## config.mk

```make
export PLATFORM = sky130hd
export DESIGN_NAME = comparator_threshold_control
export DESIGN_NICKNAME = d
export VERILOG_FILES = /design/src/hdl/comparator_threshold_control.v /design/src/hdl/level_sync.v
export VERILOG_INCLUDE_DIRS = /design/src /design/src/hdl
export SDC_FILE = /design/constraint.sdc
export NUM_CORES = 1
export LEC_CHECK = 0
export ABC_AREA = 1
export ABC_CLOCK_PERIOD_IN_PS = 3700
export BUFFER_PORTS_ARGS = -buffer_cell sky130_fd_sc_hd__buf_2
export CORE_MARGIN = 3
export CORE_UTILIZATION = 30
export CTS_CLUSTER_DIAMETER = 50
export DETAILED_ROUTE_END_ITERATION = 6
export PLACE_DENSITY = 0.6
export SLEW_MARGIN = 20
export SYNTH_ARGS = -nofsm -noshare
export SYNTH_HDL_FRONTEND = slang
export SYNTH_HIERARCHICAL = 1
export SYNTH_SLANG_ARGS = --single-unit
export TNS_END_PERCENT = 30
```

## constraint.sdc

```tcl
create_clock -name pclk -period 3.7 [get_ports pclk]
set_clock_uncertainty 0.05 [all_clocks]
set_input_delay 0.37 -clock pclk [delete_from_list [all_inputs] [get_ports pclk]]
set_output_delay 0.37 -clock pclk [all_outputs]
set_load 0.05 [all_outputs]
```

## src/hdl/comparator_threshold_control_defines.vh

```
// Register indices, field positions, reset values and timing for the comparator control block.
`ifndef COMPARATOR_THRESHOLD_CONTROL_DEFINES_VH
`define COMPARATOR_THRESHOLD_CONTROL_DEFINES_VH

// Register indices; the APB byte address of each register is four times its index.
`define IDX_THRESHOLD_LEVEL_A 16'ha03a
`define IDX_THRESHOLD_LEVEL_B 16'ha03b
`define IDX_CHAN_D_CONTROL 16'ha030
`define IDX_CHAN_D_STATE 16'ha031
`define IDX_IRQ_STATUS 16'ha032
`define IDX_IRQ_CLEAR 16'ha033
`define IDX_IRQ_ENABLE 16'ha034

// Width of the APB address that the block decodes.
`define ADDR_WIDTH 18

// Channel D control register fields.
`define BIT_CHAN_D_ENABLE 0
`define BIT_CHAN_D_THRESHOLD_SOURCE 1
`define BIT_CHAN_D_IRQ_ENABLE 2
`define BIT_CHAN_D_OUTPUT_INVERT 3
`define CTRL_WIDTH 4

// Channel D state register fields.
`define BIT_STATE_RESULT 0
`define BIT_STATE_SETTLED 1

// Interrupt status, clear and enable register fields.
`define BIT_IRQ_TOGGLE 0
`define BIT_IRQ_SETTLED 1
`define IRQ_WIDTH 2

// Reset values.
`define RESET_THRESHOLD 8'h00
`define RESET_CTRL 4'h0
`define RESET_IRQ 2'h0

// Timing: analog bias settling after the channel enable rises.
`define CLK_PERIOD_NS 40
`define SETTLE_TIME_NS 20000

`endif

```

## src/hdl/comparator_threshold_control.v

```verilog
// APB register bank for comparator channel D and the two threshold DAC codes.
//
// The APB slave port was left to the implementer.
`timescale 1ns/10ps
`include "comparator_threshold_control_defines.vh"
module comparator_threshold_control (
    pclk,
    presetn,
    psel,
    penable,
    pwrite,
    paddr,
    pwdata,
    pstrb,
    prdata,
    pready,
    pslverr,
    comparator_d_raw,
    threshold_level_first,
    threshold_level_second,
    dac_output_level,
    chan_d_enable,
    chan_d_threshold_source,
    chan_d_result,
    chan_d_settled,
    irq
);
    input wire pclk;
    input wire presetn;
    input wire psel;
    input wire penable;
    input wire pwrite;
    input wire [`ADDR_WIDTH-1:0] paddr;
    input wire [31:0] pwdata;
    input wire [3:0] pstrb;
    output reg [31:0] prdata;
    output wire pready;
    output reg pslverr;
    input wire comparator_d_raw;
    output reg [7:0] threshold_level_first;
    output reg [7:0] threshold_level_second;
    output reg [7:0] dac_output_level;
    output reg chan_d_enable;
    output reg chan_d_threshold_source;
    output reg chan_d_result;
    output reg chan_d_settled;
    output wire irq;

    // Settling count: a least time, so it rounds up to whole cycles.
    localparam integer SETTLE_CYCLES_FULL =
        (`SETTLE_TIME_NS + `CLK_PERIOD_NS - 1) / `CLK_PERIOD_NS;
    localparam [9:0] SETTLE_CYCLES = SETTLE_CYCLES_FULL[9:0];

    // Settling counter states, one-hot.
    localparam [2:0] ST_OFF = 3'h1;
    localparam [2:0] ST_SETTLING = 3'h2;
    localparam [2:0] ST_READY = 3'h4;

    // Byte address of a register index.
    function [`ADDR_WIDTH-1:0] byte_addr;
        input [15:0] index;
        begin
            byte_addr = {index, 2'b00};
        end
    endfunction

    // True when the bus address selects the register at the given index.
    function hits;
        input [`ADDR_WIDTH-1:0] addr;
        input [15:0] index;
        begin
            hits = (addr == byte_addr(index));
        end
    endfunction

    reg chan_d_irq_enable;
    reg chan_d_output_invert;
    reg [`IRQ_WIDTH-1:0] irq_status;
    reg [`IRQ_WIDTH-1:0] irq_enable;
    reg [2:0] settle_state;
    reg [2:0] next_settle_state;
    reg [9:0] settle_count;
    reg [9:0] next_settle_count;
    reg [31:0] next_prdata;
    reg next_pslverr;
    reg chan_d_enable_seen;
    reg next_result;
    reg [`IRQ_WIDTH-1:0] irq_set;
    reg [`IRQ_WIDTH-1:0] irq_clear;

    wire sync_level;
    wire setup_phase;
    wire write_access;
    wire low_lane;
    wire mapped;
    wire [`CTRL_WIDTH-1:0] ctrl_word;

    // The comparator output arrives from the analog side, so it crosses into pclk here.
    level_sync u_level_sync (
        .pclk(pclk),
        .presetn(presetn),
        .async_in(comparator_d_raw),
        .level(sync_level),
        .changed()
    );

    // APB phase decode; the slave never inserts wait states.
    assign pready = 1'b1;
    assign setup_phase = psel && !penable;
    assign write_access = psel && penable && pwrite && pready;
    assign low_lane = pstrb[0];
    assign mapped = hits(paddr, `IDX_THRESHOLD_LEVEL_A) || hits(paddr, `IDX_THRESHOLD_LEVEL_B)
        || hits(paddr, `IDX_CHAN_D_CONTROL) || hits(paddr, `IDX_CHAN_D_STATE)
        || hits(paddr, `IDX_IRQ_STATUS) || hits(paddr, `IDX_IRQ_CLEAR)
        || hits(paddr, `IDX_IRQ_ENABLE);

    // Control word as software sees it.
    assign ctrl_word = {chan_d_output_invert, chan_d_irq_enable, chan_d_threshold_source,
        chan_d_enable};

    // Read data is captured in the setup cycle so prdata comes from a flip-flop.
    // Reserved bits and the write-only clear register read as zero.
    always @* begin
        next_prdata = prdata;
        next_pslverr = pslverr;
        if (setup_phase) begin
            next_prdata = 32'h0000_0000;
            next_pslverr = !mapped;
            if (!pwrite) begin
                if (hits(paddr, `IDX_THRESHOLD_LEVEL_A)) begin
                    next_prdata[7:0] = threshold_level_first;
                end
                if (hits(paddr, `IDX_THRESHOLD_LEVEL_B)) begin
                    next_prdata[7:0] = threshold_level_second;
                end
                if (hits(paddr, `IDX_CHAN_D_CONTROL)) begin
                    next_prdata[`CTRL_WIDTH-1:0] = ctrl_word;
                end
                if (hits(paddr, `IDX_CHAN_D_STATE)) begin
                    next_prdata[`BIT_STATE_RESULT] = chan_d_result;
                    next_prdata[`BIT_STATE_SETTLED] = chan_d_settled;
                end
                if (hits(paddr, `IDX_IRQ_STATUS)) begin
                    next_prdata[`IRQ_WIDTH-1:0] = irq_status;
                end
                if (hits(paddr, `IDX_IRQ_ENABLE)) begin
                    next_prdata[`IRQ_WIDTH-1:0] = irq_enable;
                end
            end
        end
    end

    // Bus answer registers.
    always @(posedge pclk or negedge presetn) begin
        if (!presetn) begin
            prdata <= 32'h0000_0000;
            pslverr <= 1'b0;
        end else begin
            prdata <= next_prdata;
            pslverr <= next_pslverr;
        end
    end

    // Software-written registers take effect at the access-phase edge, low byte lane only.
    // Codes go to the DACs unchanged: zero gives zero volts, all ones gives full scale.
    always @(posedge pclk or negedge presetn) begin
        if (!presetn) begin
            threshold_level_first <= `RESET_THRESHOLD;
            threshold_level_second <= `RESET_THRESHOLD;
            chan_d_enable <= 1'b0;
            chan_d_threshold_source <= 1'b0;
            chan_d_irq_enable <= 1'b0;
            chan_d_output_invert <= 1'b0;
            irq_enable <= `RESET_IRQ;
        end else if (write_access && low_lane) begin
            if (hits(paddr, `IDX_THRESHOLD_LEVEL_A)) begin
                threshold_level_first <= pwdata[7:0];
            end
            if (hits(paddr, `IDX_THRESHOLD_LEVEL_B)) begin
                threshold_level_second <= pwdata[7:0];
            end
            if (hits(paddr, `IDX_CHAN_D_CONTROL)) begin
                chan_d_enable <= pwdata[`BIT_CHAN_D_ENABLE];
                chan_d_threshold_source <= pwdata[`BIT_CHAN_D_THRESHOLD_SOURCE];
                chan_d_irq_enable <= pwdata[`BIT_CHAN_D_IRQ_ENABLE];
                chan_d_output_invert <= pwdata[`BIT_CHAN_D_OUTPUT_INVERT];
            end
            if (hits(paddr, `IDX_IRQ_ENABLE)) begin
                irq_enable <= pwdata[`IRQ_WIDTH-1:0];
            end
        end
    end

    // The general DAC output follows the second threshold code one cycle later.
    always @(posedge pclk or negedge presetn) begin
        if (!presetn) begin
            dac_output_level <= `RESET_THRESHOLD;
        end else begin
            dac_output_level <= threshold_level_second;
        end
    end

    // Channel result: forced low while disabled, inverted on request.
    always @* begin
        next_result = 1'b0;
        if (chan_d_enable) begin
            next_result = sync_level ^ chan_d_output_invert;
        end
    end

    // Result register and enable history for edge detection of the enable bit.
    always @(posedge pclk or negedge presetn) begin
        if (!presetn) begin
            chan_d_result <= 1'b0;
            chan_d_enable_seen <= 1'b0;
        end else begin
            chan_d_result <= next_result;
            chan_d_enable_seen <= chan_d_enable;
        end
    end

    // Settling timer: restarts on each rise of the enable and stops when it falls.
    // It only reports readiness; the result is not gated, software must still wait.
    always @* begin
        next_settle_state = settle_state;
        next_settle_count = settle_count;
        case (settle_state)
            ST_OFF: begin
                if (chan_d_enable && !chan_d_enable_seen) begin
                    next_settle_state = ST_SETTLING;
                    next_settle_count = SETTLE_CYCLES - 10'd1;
                end
            end
            ST_SETTLING: begin
                if (!chan_d_enable) begin
                    next_settle_state = ST_OFF;
                    next_settle_count = 10'd0;
                end else if (settle_count == 10'd0) begin
                    next_settle_state = ST_READY;
                end else begin
                    next_settle_count = settle_count - 10'd1;
                end
            end
            ST_READY: begin
                if (!chan_d_enable) begin
                    next_settle_state = ST_OFF;
                end
            end
            default: begin
                next_settle_state = ST_OFF;
                next_settle_count = 10'd0;
            end
        endcase
    end

    // Settling state registers.
    always @(posedge pclk or negedge presetn) begin
        if (!presetn) begin
            settle_state <= ST_OFF;
            settle_count <= 10'd0;
            chan_d_settled <= 1'b0;
        end else begin
            settle_state <= next_settle_state;
            settle_count <= next_settle_count;
            chan_d_settled <= (next_settle_state == ST_READY);
        end
    end

    // Interrupt events. A toggle of the channel result counts only while the channel and
    // its interrupt are enabled; software writing the clear register drops a bit, but an
    // event in the same cycle wins so nothing is lost.
    always @* begin
        irq_set = `RESET_IRQ;
        irq_clear = `RESET_IRQ;
        if (chan_d_enable && chan_d_irq_enable && (next_result != chan_d_result)) begin
            irq_set[`BIT_IRQ_TOGGLE] = 1'b1;
        end
        if ((next_settle_state == ST_READY) && (settle_state == ST_SETTLING)) begin
            irq_set[`BIT_IRQ_SETTLED] = 1'b1;
        end
        if (write_access && low_lane && hits(paddr, `IDX_IRQ_CLEAR)) begin
            irq_clear = pwdata[`IRQ_WIDTH-1:0];
        end
    end

    // Sticky status bits.
    always @(posedge pclk or negedge presetn) begin
        if (!presetn) begin
            irq_status <= `RESET_IRQ;
        end else begin
            irq_status <= (irq_status & ~irq_clear) | irq_set;
        end
    end

    // Level interrupt while any enabled status bit is set.
    assign irq = |(irq_status & irq_enable);
endmodule // comparator_threshold_control

```

## src/hdl/level_sync.v

```verilog
// Three-stage synchroniser for an asynchronous level with agreement filter.
`timescale 1ns/10ps
module level_sync (
    pclk,
    presetn,
    async_in,
    level,
    changed
);
    input wire pclk;
    input wire presetn;
    input wire async_in;
    output reg level;
    output wire changed;

    reg stage1;
    reg stage2;
    reg stage3;

    // The first stage feeds only the second; the level moves once stages two and three agree.
    always @(posedge pclk or negedge presetn) begin
        if (!presetn) begin
            stage1 <= 1'b0;
            stage2 <= 1'b0;
            stage3 <= 1'b0;
            level <= 1'b0;
        end else begin
            stage1 <= async_in;
            stage2 <= stage1;
            stage3 <= stage2;
            if (stage2 == stage3) begin
                level <= stage3;
            end
        end
    end

    // One-cycle pulse in the cycle the filtered level is about to change.
    assign changed = (stage2 == stage3) && (stage3 != level);
endmodule // level_sync

```

==> summary.txt <==
Critical path
  • Critical path class: reg -> reg
  • CP arrival: 2.20 ns
  • Crit path to: settle_count[3]
  • R2R depth: 12
  • Reg2Reg Setup Slack: 1.72 ns
  • Kind of end point of the critical path: flip-flop
  • Worst r2r dst: settle_count[3]
  • Setup crit start: settle_count[0]
  • FF-to-FF Start: settle_count[0]
  • Critical path launch point type: flip-flop
  • Critical Path RT: 3.92 ns
  • Worst-path fanout max: 12

Final layout
  • Nets: 511
  • Layout cell share with drive strength beyond 1: 28.1%
  • Layout area overhead: 18.2%
  • Fin cells: 591
  • Diode count: 0

Detailed routing
  • DR vias: 2696
  • Final wirelength: 7670 um
  • DRC: 0
  • Avg WL per Cell: 13.0 um
  • Vias per inst: 4.56
  • Iteration-0 DRC Markers: 112
  • DR pass1 iterations: 5
  • Final ANT Viol Nets: 0

Clock tree
  • Reg clk slew, reported paths: 0.07 ns
  • Clk sink count: 61
  • Clock buffer depth: 2
  • CTS resizes: 0
  • Post-CTS Setup Bufs: 0
  • Num CTS Buffers: 9
  • Skew-Pair Late Insertion Delay: 0.34 ns
  • Hold_buf cts: 0
  • H-tree depth: 3
  • Clock Root Buffer: clkbuf_8
  • CTS tree: done

Global routing
  • GRT Overall Usage: 13.6%
  • Initial antenna violation count: 0
  • Number of global-route vias before repair: 2688
  • Largest net degree at the start of global routing: 42
  • Total gr overflow: 0
  • First-pass GRT wire length: 12700 um

Min path
  • Hold Crit Class: in -> reg

Synthesis
  • Mapped Area: 3260 um^2
  • Ys Warns: 6
  • Cells after Synth: 374
  • Syn avg cell area: 8.70 um^2

Floorplanning
  • Die Ht: 110 um
  • Die area: 12100 um^2
  • Die W: 110 um
  • Core outline area: 10400 um^2
  • IO Pins: 123
  • Rows: 37
  • Starting Density: 31.3%

Timing
  • Post-route minimum period: 1.98 ns
  • Slew Viols, Final: 0
  • Final setup vio count: 0
  • Setup TNS Final: 0 ns
  • Fmax: 0.505 GHz
  • Hold Vio Cnt, Final: 0
  • Worst slew pin tran: 0.930 ns
  • RSZ-0062 raised after global routing: no
  • Final period utilization: 53.5%
  • Slew headroom: 38.0%

Place
  • Placed cells: 575
  • Routability-driven placement congestion ratio: 0.852
  • Detailed placement HPWL: 5870 um
  • # port buffers: 70

Outcome
  • Outcome: completed

Power
  • Power Density: 474 nW/um^2
  • Lkg Pwr: 0.00203 uW
  • Peak VDD IR: 0.000210 V

Job
  • MaxCap Viol Count: 0
## worst max-delay path: stages, from the launching register on
cell     delay, ns
dfrtp_1       0.38
inv_2         0.08
ha_1          0.19
nand3_1       0.13
inv_2         0.07
nand2_1       0.09
nor3_2        0.17
nand2_1       0.14
nand2_2       0.24
inv_1         0.14
nand2_1       0.11
nand2_1       0.06
nor2_1        0.08
## final cells by class
cell class	count	area, um^2
inverter	52	195
tap	136	170
clock buffer	12	135
timing repair buffer	71	358
multi-input combinational	255	1390
fill	1083	6570
sequential	61	1530
clock inverter	4	72.6
## power breakdown
group	internal, uW	switching (uW)	total, uW
sequential	731	47.6	779
clock	379	260	639
combinational	111	294	405
total	1220	601	1820
## stage by stage
| step | worst slack (ns) | cell area, um^2 | total power (uW) | hold WS, ns | util [%] |
|---|---|---|---|---|---|
| detailed placement | 1.54 | 3640 | 1190 | 0.287 | 35.0 |
| global route | 1.48 | 3850 | 1940 | 0.0749 | 36.9 |
| global placement | 1.59 | 3640 | 1180 | 0.284 | 35.0 |
| CTS | 1.72 | 3850 | 1840 | 0.0676 | 36.9 |
| floorplan | 1.97 | 3340 | 1120 | 0.0244 | - |
| finish | 1.72 | 3850 | 1820 | 0.0911 | 36.9 |
## state kept, by name (all words and copies together) (netlist names)
| name | count |
|---|---|
| u_level_sync/stage2 | 1 |
| chan_d_result | 1 |
| u_level_sync/stage1 | 1 |
| prdata | 8 |
| u_level_sync/stage3 | 1 |
| chan_d_irq_enable | 1 |
| chan_d_enable_seen | 1 |
| irq_enable | 2 |
| threshold_level_second | 8 |
| threshold_level_first | 8 |
| chan_d_enable | 1 |
| chan_d_threshold_source | 1 |
| settle_state | 3 |
| irq_status | 2 |
| pslverr | 1 |
| chan_d_settled | 1 |
| chan_d_output_invert | 1 |
| dac_output_level | 8 |
| u_level_sync/level | 1 |
| settle_count | 10 |
## metal layers
| layer | vias up | wire length (um) | global-route usage [%] |
|---|---|---|---|
| met3 | 17 | 493 | 3.73 |
| met4 | 0 | 157 | 5.28 |
| met5 | - | 0 | 0 |
| met2 | 96 | 3600 | 21.7 |
| li1 | 1331 | - | - |
| met1 | 1252 | 3410 | 17.4 |
## worst min path at each step
stage,from,endpoint,slack [ns],cells after the start
floorplan,presetn,chan_d_enable,0.02,0
global placement,u_level_sync/stage1,u_level_sync/stage2,0.28,0
detailed placement,u_level_sync/stage1,u_level_sync/stage2,0.29,0
CTS,comparator_d_raw,u_level_sync/stage1,0.07,1
global route,comparator_d_raw,u_level_sync/stage1,0.07,1
finish,comparator_d_raw,u_level_sync/stage1,0.09,1
## placed cells by master, fill, tap and decap left out, types with 2 or more instances in the layout
cell and count:
nor2_2 5, nor2_4 2, a22oi_1 6, mux2_4 10
conb_1 25, dfrtp_1 60, buf_2 70, xnor2_1 3
nor2_1 34, nand3_1 22, clkbuf_8 9, o21ai_1 7
nand2_1 66, nand3_2 2, bufinv_16 2, nand4_1 18
mux2_2 2, inv_2 13, nor3_2 2, nor3_1 2
nand4_2 3, nor4_1 2, clkbuf_1 3, a21oi_1 9
inv_1 38, o21ai_0 26
Power figures use the tool's default switching activity.
